==> config.mk <==
export PLATFORM = sky130hd
export DESIGN_NAME = tef_top
export DESIGN_NICKNAME = d
export VERILOG_FILES = /design/src/rtl/tef_pkg.sv /design/src/rtl/tef_event_cell.sv /design/src/rtl/tef_top.sv
export SDC_FILE = /design/constraint.sdc
export NUM_CORES = 1
export LEC_CHECK = 0
export ABC_AREA = 1
export BUFFER_PORTS_ARGS = -buffer_cell sky130_fd_sc_hd__buf_2
export CAP_MARGIN = 20
export CELL_PAD_IN_SITES_DETAIL_PLACEMENT = 1
export CELL_PAD_IN_SITES_GLOBAL_PLACEMENT = 2
export CORE_ASPECT_RATIO = 1.1
export CORE_MARGIN = 2
export CORE_UTILIZATION = 29
export CTS_CLUSTER_DIAMETER = 40
export DETAILED_ROUTE_END_ITERATION = 6
export GPL_ROUTABILITY_DRIVEN = 0
export PLACE_DENSITY = 0.86
export RECOVER_POWER = 50
export SYNTH_ARGS = -nofsm -noshare
export SYNTH_HDL_FRONTEND = slang
export SYNTH_SLANG_ARGS = --single-unit
==> constraint.sdc <==
create_clock -name core_clk -period 7.8 [get_ports core_clk]
set_input_delay 0 -clock core_clk [delete_from_list [all_inputs] [get_ports core_clk]]
set_output_delay 0 -clock core_clk [all_outputs]
set_load 0.05 [all_outputs]
==> src/rtl/tef_pkg.sv <==
`default_nettype none
package tef_pkg;

  // ------------------------------------------------------------------
  // Sizes
  // ------------------------------------------------------------------
  localparam int NUM_EV = 42;
  localparam int AW     = 12;
  localparam int DW     = 32;
  localparam int VEC_W  = 8;
  localparam int CNT_W  = 16;
  localparam int HI_EV  = 32;

  // ------------------------------------------------------------------
  // Register offsets (byte addresses)
  // ------------------------------------------------------------------
  localparam logic [AW-1:0] OFS_SET_LO  = 12'h310;
  localparam logic [AW-1:0] OFS_SET_HI  = 12'h314;
  localparam logic [AW-1:0] OFS_CLR_LO  = 12'h320;
  localparam logic [AW-1:0] OFS_CLR_HI  = 12'h324;
  localparam logic [AW-1:0] OFS_ST_LO   = 12'h328;
  localparam logic [AW-1:0] OFS_ST_HI   = 12'h32C;
  localparam logic [AW-1:0] OFS_FLG_LO  = 12'h330;
  localparam logic [AW-1:0] OFS_FLG_HI  = 12'h334;
  localparam logic [AW-1:0] OFS_PEND_LO = 12'h338;
  localparam logic [AW-1:0] OFS_PEND_HI = 12'h33C;

  // ------------------------------------------------------------------
  // Implemented bit positions and reset values
  // ------------------------------------------------------------------
  localparam logic [DW-1:0] EN_MASK_LO  = 32'hF8CD_B0FE;
  localparam logic [DW-1:0] EN_MASK_HI  = 32'h0000_037F;
  localparam logic [DW-1:0] FLG_MASK_LO = 32'hFFFF_FCFF;
  localparam logic [DW-1:0] FLG_MASK_HI = 32'h0000_03FF;
  localparam logic [DW-1:0] REG_RST     = 32'h0000_0000;
  localparam logic [1:0]    RESP_OKAY   = 2'h0;
  localparam logic [1:0]    RESP_SLVERR = 2'h2;

  // ------------------------------------------------------------------
  // Carriers
  // ------------------------------------------------------------------
  typedef struct packed {
    logic          awvalid;
    logic [AW-1:0] awaddr;
    logic          wvalid;
    logic [DW-1:0] wdata;
    logic [3:0]    wstrb;
    logic          bready;
    logic          arvalid;
    logic [AW-1:0] araddr;
    logic          rready;
  } tef_axil_req_s;

  typedef struct packed {
    logic          awready;
    logic          wready;
    logic          bvalid;
    logic [1:0]    bresp;
    logic          arready;
    logic          rvalid;
    logic [DW-1:0] rdata;
    logic [1:0]    rresp;
  } tef_axil_rsp_s;

  typedef struct packed {
    logic             start;
    logic             done;
    logic [VEC_W-1:0] vector;
    logic             irq_select;
    logic [CNT_W-1:0] remaining;
  } tef_xfer_s;

  typedef struct packed {
    logic en;
    logic flag;
  } tef_cell_s;

  typedef struct packed {
    logic              aw_held;
    logic [AW-1:0]     awaddr;
    logic              w_held;
    logic [DW-1:0]     wdata;
    logic [3:0]        wstrb;
    logic              bvalid;
    logic [1:0]        bresp;
    logic              rvalid;
    logic [DW-1:0]     rdata;
    logic [1:0]        rresp;
    logic [NUM_EV-1:0] act;
  } tef_top_s;

endpackage
`default_nettype wire

==> src/rtl/tef_event_cell.sv <==
`default_nettype none
module tef_event_cell
  import tef_pkg::*;
#(
  parameter bit EN_IMPL  = 1'b1,
  parameter bit FLG_IMPL = 1'b1
) (
  // Clock and reset
  input  wire logic core_clk,
  input  wire logic rst,
  // Software strobes, one-cycle
  input  wire logic sw_set,
  input  wire logic sw_clr,
  // Event side
  input  wire logic ev_req,
  input  wire logic hw_clr,
  // State
  output logic      en,
  output logic      flag
);

  tef_cell_s st;
  tef_cell_s next_st;

  always_comb begin
    next_st = st;
    // Clear beats set so a racing disable never leaves the event armed.
    if (!EN_IMPL) begin
      next_st.en = 1'b0;
    end else if (sw_clr) begin
      next_st.en = 1'b0;
    end else if (sw_set) begin
      next_st.en = 1'b1;
    end
    // A new request wins over any clear in the same cycle so it is not lost.
    if (!FLG_IMPL) begin
      next_st.flag = 1'b0;
    end else if (ev_req) begin
      next_st.flag = 1'b1;
    end else if (hw_clr || sw_set || sw_clr) begin
      next_st.flag = 1'b0;
    end
  end

  always_ff @(posedge core_clk or posedge rst) begin
    if (rst) begin
      st <= '0;
    end else begin
      st <= next_st;
    end
  end

  assign en   = st.en;
  assign flag = st.flag;

endmodule
`default_nettype wire

==> src/rtl/tef_top.sv <==
// Register access over AXI4-Lite was chosen for this implementation.
`default_nettype none
// Summary of operation
// - A 1 written to an event's enable-clear bit stops that event from activating transfers.
// - A 0 written to a clear bit changes nothing, and every clear bit reads back as 0.
// - The low clear register maps bit i to event i for events 1-7, 12-13, 15-16, 18-19, 22-23, 27-31.
// - The high clear register serves events 32-38 on bits 6:0 and 40-41 on bits 9:8.
// - Unimplemented clear bits read as 0 and software writes them as 0; they have no effect.
// - The low flag monitor is read-only with events 0-7 and 10-31, and bits 9:8 read as 0.
// - An accepted interrupt or activation request sets the event's request flag.
// - Forwarding the event's interrupt to the processor clears its request flag.
// - A transfer start with select 0 and a nonzero remaining count clears the flag.
// - A transfer end with select 0 and zero remaining, or with select 1, clears the flag.
// - A 1 written to an event's enable-set or enable-clear bit also clears its request flag.
// - Software can see a pending request: enabled, flagged, and not the active vector.
// - A 1 written to an event's enable-set bit arms that event as a transfer source.
module tef_top
  import tef_pkg::*;
(
  // Clock and reset
  input  wire logic              core_clk,
  input  wire logic              rst,
  // Register bus
  input  wire tef_axil_req_s     axil_req,
  output tef_axil_rsp_s          axil_rsp,
  // Event sources
  input  wire logic [NUM_EV-1:0] event_request,
  input  wire logic [NUM_EV-1:0] irq_forward,
  // Transfer controller
  input  wire tef_xfer_s         xfer,
  input  wire logic [VEC_W-1:0]  active_vector_number,
  output logic      [NUM_EV-1:0] transfer_activate,
  output logic      [NUM_EV-1:0] transfer_enable,
  // Monitors
  output logic      [NUM_EV-1:0] request_pending_flag,
  output logic      [NUM_EV-1:0] transfer_pending
);

  // ------------------------------------------------------------------
  // State
  // ------------------------------------------------------------------
  tef_top_s st;
  tef_top_s next_st;

  logic              aw_take;
  logic              w_take;
  logic              ar_take;
  logic              wr_go;
  logic [DW-1:0]     strb_mask;
  logic [DW-1:0]     wr_bits;
  logic              wr_hit;
  logic [63:0]       set_vec;
  logic [63:0]       clr_vec;
  logic [63:0]       en64;
  logic [63:0]       flg64;
  logic [63:0]       pend64;
  logic [DW-1:0]     rd_data;
  logic              rd_hit;
  logic [NUM_EV-1:0] en_vec;
  logic [NUM_EV-1:0] flg_vec;
  logic [NUM_EV-1:0] hw_clr;

  localparam logic [63:0] EN_IMPL64  = {EN_MASK_HI, EN_MASK_LO};
  localparam logic [63:0] FLG_IMPL64 = {FLG_MASK_HI, FLG_MASK_LO};

  // ------------------------------------------------------------------
  // Bus handshakes
  // ------------------------------------------------------------------
  // Address and data are held separately so they may arrive in either
  // order; no new write is taken while a response is still waiting.
  assign axil_rsp.awready = ~st.aw_held & ~st.bvalid;
  assign axil_rsp.wready  = ~st.w_held & ~st.bvalid;
  assign axil_rsp.arready = ~st.rvalid;
  assign axil_rsp.bvalid  = st.bvalid;
  assign axil_rsp.bresp   = st.bresp;
  assign axil_rsp.rvalid  = st.rvalid;
  assign axil_rsp.rdata   = st.rdata;
  assign axil_rsp.rresp   = st.rresp;

  assign aw_take = axil_req.awvalid & axil_rsp.awready;
  assign w_take  = axil_req.wvalid & axil_rsp.wready;
  assign ar_take = axil_req.arvalid & axil_rsp.arready;
  assign wr_go   = st.aw_held & st.w_held & ~st.bvalid;

  // ------------------------------------------------------------------
  // Write decode
  // ------------------------------------------------------------------
  assign strb_mask = {{8{st.wstrb[3]}}, {8{st.wstrb[2]}},
                      {8{st.wstrb[1]}}, {8{st.wstrb[0]}}};
  assign wr_bits   = st.wdata & strb_mask;

  always_comb begin
    set_vec = '0;
    clr_vec = '0;
    wr_hit  = 1'b1;
    case (st.awaddr)
      OFS_SET_LO: begin
        set_vec = {REG_RST, wr_bits};
      end
      OFS_SET_HI: begin
        set_vec = {wr_bits, REG_RST};
      end
      OFS_CLR_LO: begin
        clr_vec = {REG_RST, wr_bits};
      end
      OFS_CLR_HI: begin
        clr_vec = {wr_bits, REG_RST};
      end
      OFS_ST_LO, OFS_ST_HI, OFS_FLG_LO, OFS_FLG_HI, OFS_PEND_LO, OFS_PEND_HI: begin
        wr_hit = 1'b1;
      end
      default: begin
        wr_hit = 1'b0;
      end
    endcase
    // Strobes exist only in the cycle the write is performed, and
    // positions without an implemented enable bit are dropped here.
    set_vec = wr_go ? (set_vec & EN_IMPL64) : '0;
    clr_vec = wr_go ? (clr_vec & EN_IMPL64) : '0;
  end

  // ------------------------------------------------------------------
  // Transfer-side flag clears
  // ------------------------------------------------------------------
  // The controller's signals are on this clock, so they are used directly.
  always_comb begin
    hw_clr = irq_forward;
    for (int i = 0; i < NUM_EV; i++) begin
      if (xfer.vector == VEC_W'(i)) begin
        if (xfer.start && !xfer.irq_select && (xfer.remaining != '0)) begin
          hw_clr[i] = 1'b1;
        end
        if (xfer.done && (xfer.irq_select || (xfer.remaining == '0))) begin
          hw_clr[i] = 1'b1;
        end
      end
    end
  end

  // ------------------------------------------------------------------
  // Per-event cells
  // ------------------------------------------------------------------
  for (genvar g = 0; g < NUM_EV; g++) begin : g_cell
    tef_event_cell #(
      .EN_IMPL  (EN_IMPL64[g]),
      .FLG_IMPL (FLG_IMPL64[g])
    ) u_cell (
      .core_clk (core_clk),
      .rst      (rst),
      .sw_set   (set_vec[g]),
      .sw_clr   (clr_vec[g]),
      .ev_req   (event_request[g]),
      .hw_clr   (hw_clr[g]),
      .en       (en_vec[g]),
      .flag     (flg_vec[g])
    );
  end

  // ------------------------------------------------------------------
  // Pending detection and monitors
  // ------------------------------------------------------------------
  always_comb begin
    transfer_pending = '0;
    for (int i = 0; i < NUM_EV; i++) begin
      transfer_pending[i] = en_vec[i] & flg_vec[i] &
                            (active_vector_number != VEC_W'(i));
    end
  end

  assign en64   = {{(64-NUM_EV){1'b0}}, en_vec};
  assign flg64  = {{(64-NUM_EV){1'b0}}, flg_vec} & FLG_IMPL64;
  assign pend64 = {{(64-NUM_EV){1'b0}}, transfer_pending};

  assign transfer_enable      = en_vec;
  assign request_pending_flag = flg_vec;
  assign transfer_activate    = st.act;

  // ------------------------------------------------------------------
  // Read decode
  // ------------------------------------------------------------------
  always_comb begin
    rd_data = REG_RST;
    rd_hit  = 1'b1;
    case (axil_req.araddr)
      OFS_SET_LO, OFS_SET_HI: begin
        rd_data = REG_RST;
      end
      OFS_CLR_LO, OFS_CLR_HI: begin
        rd_data = REG_RST;
      end
      OFS_ST_LO: begin
        rd_data = en64[31:0];
      end
      OFS_ST_HI: begin
        rd_data = en64[63:32];
      end
      OFS_FLG_LO: begin
        rd_data = flg64[31:0];
      end
      OFS_FLG_HI: begin
        rd_data = flg64[63:32];
      end
      OFS_PEND_LO: begin
        rd_data = pend64[31:0];
      end
      OFS_PEND_HI: begin
        rd_data = pend64[63:32];
      end
      default: begin
        rd_hit = 1'b0;
      end
    endcase
  end

  // ------------------------------------------------------------------
  // Next state
  // ------------------------------------------------------------------
  always_comb begin
    next_st = st;
    if (aw_take) begin
      next_st.aw_held = 1'b1;
      next_st.awaddr  = axil_req.awaddr;
    end
    if (w_take) begin
      next_st.w_held = 1'b1;
      next_st.wdata  = axil_req.wdata;
      next_st.wstrb  = axil_req.wstrb;
    end
    if (wr_go) begin
      next_st.aw_held = 1'b0;
      next_st.w_held  = 1'b0;
      next_st.bvalid  = 1'b1;
      next_st.bresp   = wr_hit ? RESP_OKAY : RESP_SLVERR;
    end else if (st.bvalid && axil_req.bready) begin
      next_st.bvalid = 1'b0;
    end
    if (ar_take) begin
      next_st.rvalid = 1'b1;
      next_st.rdata  = rd_data;
      next_st.rresp  = rd_hit ? RESP_OKAY : RESP_SLVERR;
    end else if (st.rvalid && axil_req.rready) begin
      next_st.rvalid = 1'b0;
    end
    // A request arriving with a disable in the same cycle is not passed on.
    next_st.act = event_request & en_vec & ~clr_vec[NUM_EV-1:0];
  end

  always_ff @(posedge core_clk or posedge rst) begin
    if (rst) begin
      st <= '0;
    end else begin
      st <= next_st;
    end
  end

endmodule
`default_nettype wire
==> results by group, run 1 <==
Logic synthesis
  • Post-synthesis cell type count: 33
  • Post-synthesis sequential area ratio: 0.401
  • Main area contributors after synthesis: dfrtp_1, buf_4, nand2_1, nor2_1, inv_1
  • Post-synth ARST share: 1.00
  • Commonest cells in the netlist: nand2_1, nor2_1, inv_1
  • Number of synthesized register bits: 175
  • Synth Flop Type: dfrtp_1
  • Post-Syn Area: roughly 11,000 sq um
  • Most numerous cell in the Yosys netlist: nand2_1
  • Mean Syn Cell Area: 7.09 sq um
  • Largest area contributor in the netlist: dfrtp_1
  • Synth top area share: 0.401
  • Cells after Synth: 1,540
  • Post-synth EDFFs: 0
  • Synth Warn #: 0

STA
  • Slew Viols, Final: 104
  • Unrepaired setup endpoints after global routing: false
  • Setup TNS: 0 ns
  • Slew headroom: -2.18
  • Clk_skew: approximately 0.015 ns
  • Final Hold Viols: 0
  • Fmax achieved: ~250 MHz
  • Slew @ Worst Pin: 4.75 ns
  • Tmin final: between 3 and 4 ns
  • Fin crit share: 0.513
  • Number of setup violations in the final report: 0

Global routing
  • Vias in the first global route: between 10,000 and 15,000
  • Met1 Usage GRT: 0.275
  • Initial antenna violation count: 5
  • GR Util All Layers: 0.220
  • First-pass GRT wire length: 65,700 microns
  • Met2 GRT Util: 0.377
  • Largest net degree at the start of global routing: 104
  • Met3 Use GR: 0.0455
  • Gr busiest metal: met2
  • Total gr overflow: 0

Floorplanning
  • Die H: 208 microns
  • Row Count: 74
  • I/O pin count: 395
  • Starting Density: 0.294
  • Die width: 189 microns
  • DIE AREA: 39,200 sq um
  • Core ar.: 37,100 sq um

Route
  • Routed via count: approximately 11,000
  • Avg Vias per Cell: ~4.5
  • # DRC: 0
  • Final wirelength: 42,500 microns
  • Drt pass-1 iters: 4
  • WL/cell: approximately 18 microns
  • Detailed Route Iter0 Violations: 494
  • Routed Antenna Nets: 0

Clocking
  • CTS Buf Count: 17
  • Gates resized, CTS repair: 0
  • Root buffer cell: clkbuf_16
  • Clock-pin slew on the worst setup and hold paths: ~0.070 ns
  • TritonCTS clock tree: built
  • CTS Sinks: ~180
  • Clock Tree Buf Depth: 2
  • Worst skew pair latency: around 0.46 ns
  • H-Tree Depth: 4

Setup path
  • Worst setup EP type: async pin
  • CP Data Arrival Time: around 4.4 ns
  • R2R cell count: 8
  • Critical Path Fanout Max: approximately 100
  • R2r startpoint: st[118]$_DFFE_PP0P_
  • Crit. Startpoint: rst
  • Worst Setup Start Kind: input port
  • Worst EP required: 8.24 ns
  • Crit path kind: input port to async pin

Final layout
  • Area Overhead vs Synth: 24.5%
  • Diode count: 0
  • Final Util: 0.366
  • Layout Nets: between 2,000 and 2,500
  • Share of layout cells above drive strength 1: 0.153

Outcome
  • Failing checks: capacitance limit, slew limit
  • Status: finished, violations left

Pwr
  • Peak VDD IR: 0.175 mV
  • PwrDens: about 200 nW/um^2
  • LEAKAGE: 7.03 nW

Min path
  • Hold Path Origin: axil_req[4]
  • HP Class: input port to register
  • Worst Hold Path Cells: 6

Run
  • Max Cap Viol: 1

Place
  • Hpwl dp: 32,600 microns
  • Port Buf Inserts: 338
==> area by class of cell <==
type,instances,area (sq um)
fillers,4841,23500
well taps,494,618
clock inverters,13,155
flip-flops and latches,175,4380
repair buffers,471,2830
clock buffers,19,433
inverters,219,823
multi-input cells,974,4360
==> cell usage in the layout, fill, tap and decap left out, types with 2 or more instances in the layout <==
cell,n
a21oi_1,52
buf_2,197
buf_4,7
bufinv_16,2
clkbuf_1,143
clkbuf_16,17
clkinv_4,3
clkinvlp_4,2
conb_1,43
dfrtp_1,175
dlygate4sd3_1,126
inv_1,214
inv_2,4
inv_6,3
inv_8,2
mux2_2,11
nand2_1,354
nand2_2,7
nand3_1,138
nand4_1,11
nor2_1,291
nor2_2,6
nor2_4,5
nor3_1,4
nor3_2,3
nor3_4,2
o21ai_0,15
o2bb2ai_1,4
o2bb2ai_2,10
o31ai_1,9
==> state kept, by name, indices dropped and copies added (netlist names) <==
name,flops
g_cell.u_cell.en,29
st,41
axil_rsp,36
transfer_activate,29
g_cell.u_cell.flag,40
==> report_power, final <==
part	switching [mW]	total, mW	internal, mW
clock network	0.413	0.893	0.480
logic	0.541	0.762	0.222
registers	0.0831	1.12	1.04
==> logic make-up after synthesis <==
family,Yosys count,share of synthesized area
buffers and inverters,433,0.215
muxes,11,0.0113
other,1,0.000343
AOI/OAI and AO/OA,93,0.0557
DFF,175,0.401
and+or+nand+nor,827,0.317
==> through the flow <==
step | cells | total power [mW] | setup WS (ns) | hold slack [ns] | area, sq um
after floorplan | 1582 | 1.68 | 3.05 | 0.0964 | 11100
after global placement | 2207 | 1.83 | 5.03 | 0.186 | 11900
after detailed placement | 2207 | 1.86 | 5.03 | 0.188 | 11900
after CTS | 2365 | 2.81 | 4.47 | 0.0963 | 13800
after global routing | 2365 | 2.94 | 2.92 | 0.148 | 13600
final | 2365 | 2.77 | 3.80 | 0.124 | 13600
==> final timing paths <==
| check | endpoint | slack, ns |
|---|---|---|
| min in group asynchronous | st[85]$_DFFE_PP0P_ | 1.53 |
| hold reg to reg | axil_rsp[10]$_DFFE_PP0P_ | 0.48 |
| setup reg to reg | g_cell[38].u_cell.flag$_DFFE_PP0P_ | 4.50 |
| max in group core_clk | g_cell[38].u_cell.flag$_DFFE_PP0P_ | 4.50 |
| hold / removal | axil_rsp[1]$_DFFE_PP0P_ | 0.12 |
| setup / recovery | axil_rsp[21]$_DFFE_PP0P_ | 3.80 |
==> layer usage <==
metal	wire length, microns	part of all wire
met5	69	0.0016
met4	1130	0.026
met3	2170	0.051
met2	20700	0.49
met1	18500	0.43
==> what timing repair did <==
item | 4_1_cts | 5_1_grt
endpoints found under the hold margin | 214 | 0
buffers inserted | 0 | 0
endpoints found under the setup margin | 0 | 0
hold buffers | 126 | 0
==> critical path, stage by stage <==
cell           delay [ns]
dlygate4sd3_1        0.53
buf_2                0.12
clkinvlp_2           2.60
buf_4                1.08
(Power assumes the default switching activity.)
==> run 2: changes to the inputs <==
Settings changed: ABC_AREA 1 to 0, CORE_UTILIZATION 29 to 26, PLACE_DENSITY 0.86 to 0.77.
Clock period 7.8 ns to 3.5 ns, I/O delays scaled along.
==> run 2 against run 1 <==
- the run still ends with capacitance limit, slew limit left
- final area down 6.4%
- critical path type is now register to register
- cell count down 20%
- die area up 0.36%
- sequential share of layout area up 2.2 points
- core utilization down 2.4 points
- sequential power up 130%
- first-iteration DRC count down 3.4%
- synthesized area down 10%
==> results by group, run 2 <==
Floorplanning
  • I/O pin count: 395 (unchanged)
  • DIE AREA: 39,400 sq um (was 39,200 sq um)
  • Die width: 189 microns (about the same)
  • Core ar.: 37,200 sq um (was 37,100 sq um)
  • Row Count: 74 (unchanged)
  • Die H: 208 microns (about the same)
  • Starting Density: 0.264 (was 0.294)

Place
  • Number of cells after detailed placement: 1,722 (was 2,207)
  • Hpwl dp: 31,800 microns (was 32,600 microns)
  • DP Area: 11,000 sq um (was 11,900 sq um)
  • Port Buf Inserts: 338 (unchanged)

STA
  • Number of setup violations in the final report: 0 (unchanged)
  • Final Hold Viols: 0 (unchanged)
  • Unrepaired setup endpoints after global routing: false (unchanged)
  • Slew Viols, Final: 113 (was 104)
  • Slew headroom: -0.122 (was -2.18)
  • Fin crit share: 0.862
  • Slew @ Worst Pin: 1.68 ns (was 4.75 ns)
  • Tmin final: 3.02 ns
  • Clk_skew: 0.0192 ns (was 0.0147 ns)
  • Setup TNS: 0 ns (unchanged)
  • Fmax achieved: ~330 MHz
  • Hold Worst Slack: 0.0396 ns (was 0.124 ns)

Clocking
  • Worst skew pair latency: 0.44 ns (was 0.46 ns)
  • Clock Tree Buf Depth: 2 (unchanged)
  • TritonCTS clock tree: built (unchanged)
  • CTS Sinks: 175 (unchanged)
  • Clock-pin slew on the worst setup and hold paths: 0.07 ns (about the same)
  • Root buffer cell: clkbuf_16 (unchanged)
  • CTS Buf Count: 17 (unchanged)
  • Gates resized, CTS repair: 0 (unchanged)
  • H-Tree Depth: 4 (unchanged)

Logic synthesis
  • Number of synthesized register bits: 175 (unchanged)
  • Commonest cells in the netlist: buf_4, dfrtp_1, nand2_1 (was nand2_1, nor2_1, inv_1)
  • Mean Syn Cell Area: 9.45 sq um (was 7.09 sq um)
  • Main area contributors after synthesis: dfrtp_1, buf_4, mux2_2, nand2_1, a21oi_1 (was dfrtp_1, buf_4, nand2_1, nor2_1, inv_1)
  • Post-synthesis sequential area ratio: 0.446 (was 0.401)
  • Post-synth ARST share: 1.00 (unchanged)
  • Most numerous cell in the Yosys netlist: buf_4 (was nand2_1)
  • Largest area contributor in the netlist: dfrtp_1 (unchanged)
  • Post-synthesis cell type count: 68 (was 33)
  • Post-synth EDFFs: 0 (unchanged)
  • Synth top area share: 0.446 (was 0.401)
  • Synth Flop Type: dfrtp_1 (unchanged)
  • Cells after Synth: 1,040 (was 1,540)
  • Synth Warn #: 0 (unchanged)
  • Post-Syn Area: 9830 sq um (was 10,900 sq um)

Global routing
  • Largest net degree at the start of global routing: 113 (was 104)
  • Initial antenna violation count: 7 (was 5)
  • First-pass GRT wire length: 60,800 microns (was 65,700 microns)
  • Vias in the first global route: 9,622 (was 11,300)
  • Total gr overflow: 0 (unchanged)
  • GR Util All Layers: 0.209 (was 0.220)

Setup path
  • CP bufs+invs: 2 (was 4)
  • Slowest-stage cell, CP: nand4_1 (was clkinvlp_2)
  • Crit-path cells: nor4_4, nand4_1, buf_4, nor2_1, a2111o_1, nand2_1, dlygate4sd3_1 (was dlygate4sd3_1, buf_2, clkinvlp_2, buf_4)
  • Crit path kind: register to register (was input port to async pin)
  • Worst EP required: 3.82 ns (was 8.24 ns)
  • Worst Setup Start Kind: register (was input port)
  • Critical Path Fanout Max: 10 (was 103)
  • Critical path's top delay family: simple AND/OR/NAND/NOR gates (was buffers and inverters)
  • Crit path largest cell delay: 0.65 ns (was 2.60 ns)
  • Worst setup EP type: register (was async pin)
  • CP Data Arrival Time: 3.33 ns (was 4.44 ns)

Final layout
  • Most common cell after layout, fill and taps aside: buf_2 (was nand2_1)
  • Final-layout fill cell count: 4,458 (was 4,841)
  • Final non-filler cell total: 1,884 (was 2,365)
  • Design area: 12,700 sq um (was 13,600 sq um)
  • Share of layout cells above drive strength 1: 0.248 (was 0.153)
  • Most frequent cells in the layout: buf_2, dfrtp_1, dlygate4sd3_1 (was nand2_1, nor2_1, inv_1)
  • Number of flip-flops under the largest register name: 41 (unchanged)
  • Largest Register: st (unchanged)
  • Layout Nets: 1,557 (was 2,044)
  • Area Overhead vs Synth: 29.4% (was 24.5%)

Route
  • Routed via count: 8,965 (was 10,600)
  • Avg Vias per Cell: 4.76 (was 4.47)
  • Routed Antenna Nets: 0 (unchanged)
  • Final wirelength: 41,400 microns (was 42,500 microns)
  • # DRC: 0 (unchanged)
  • WL/cell: 22.0 microns (was 18.0 microns)
  • Detailed Route Iter0 Violations: 477 (was 494)
  • Drt pass-1 iters: 5 (was 4)

Outcome
  • Status: finished, violations left (unchanged)
  • Failing checks: capacitance limit, slew limit (unchanged)

Pwr
  • Power, Total: 6.23 mW (was 2.77 mW)
  • PwrDens: 490 nW/um^2 (was 204 nW/um^2)
  • Peak VDD IR: 0.430 mV (was 0.175 mV)
  • LEAKAGE: 5.77 nW (was 7.03 nW)

Min path
  • HP Class: input port to register (unchanged)

Run
  • Max Cap Viol: 1 (unchanged)
run 2: cell types whose count changed after synthesis, sizes merged, moves of 11 or more:
cell,before,now
o21ai,15,57
a21oi,52,70
mux2,11,41
inv,219,47
nor2,303,56
a222oi,0,15
clkbuf,15,26
o2bb2ai,14,0
nand2,362,118
nor2b,0,21
a21o,0,13
nand2b,0,17
nand3,138,21
run 2: final timing paths:
check                                    startpoint                                  to  slack [ns]  cells past startpoint
max                             st[128]$_DFFE_PP0P_   g_cell[7].u_cell.flag$_DFFE_PP0P_        0.48                      7
min in group asynchronous                       rst                 st[106]$_DFFE_PP0P_        0.20                      3
max reg2reg                     st[128]$_DFFE_PP0P_   g_cell[7].u_cell.flag$_DFFE_PP0P_        0.48                      7
min                                     axil_req[6]             axil_rsp[9]$_DFFE_PP0P_        0.04                      4
min reg2reg                axil_rsp[19]$_DFFE_PP0P_            axil_rsp[19]$_DFFE_PP0P_        0.47                      2
max in group asynchronous                       rst  g_cell[21].u_cell.flag$_DFFE_PP0P_        1.13                      4
run 2: repair_timing:
item / CTS / global route
hold endpoints to repair: 174 / 0
hold buffers: 124 / 0
setup endpoints to repair: 0 / 0
setup buffers: 0 / 0
run 2: cells by family after synthesis:
kind of cell | share of synthesized area
DFF | 0.446
other | 0.000382
muxes | 0.0559
xor gates and xnor gates | 0.000891
AOI/OAI and AO/OA | 0.159
and+or+nand+nor | 0.169
buffers and inverters | 0.170
run 2: worst min-delay path, stage by stage:
cell and delay [ns]:
buf_2 0.16, nand3_1 0.09, or4_1 0.11, a22oi_1 0.07
run 2: cell type report:
cell class	count	area, sq um	area share
repair buffers	485	2970	0.234
clock inverters	13	153	0.0120
diodes	7	17.5	0.00138
clock buffers	18	439	0.0345
multi-input cells	645	3960	0.311
flip-flops and latches	175	4380	0.344
well taps	494	618	0.0486
inverters	47	178	0.0140
run 2: metrics by stage:
step                      setup slack [ns]  utilization
after floorplan                       1.15            -
after global placement                1.10        0.296
final                                0.484        0.342
after detailed placement              1.04        0.296
after global routing                 0.348        0.342
after CTS                            0.483        0.346
run 2: power by group:
part / leakage (nW) / switching, mW / total [mW] / internal [mW]
combinational: 3.29 / 1.00 / 1.63 / 0.622
clock: 0.280 / 0.908 / 1.99 / 1.08
sequential: 2.20 / 0.291 / 2.61 / 2.32
run 2: metal layers:
layer / vias up / routed length [microns] / GRT usage
li1: 4095 / - / -
met4: 2 / 1410 / 0.0853
met5: - / 13 / 0
met3: 55 / 1900 / 0.0337
met2: 306 / 19900 / 0.349
met1: 4507 / 18200 / 0.268
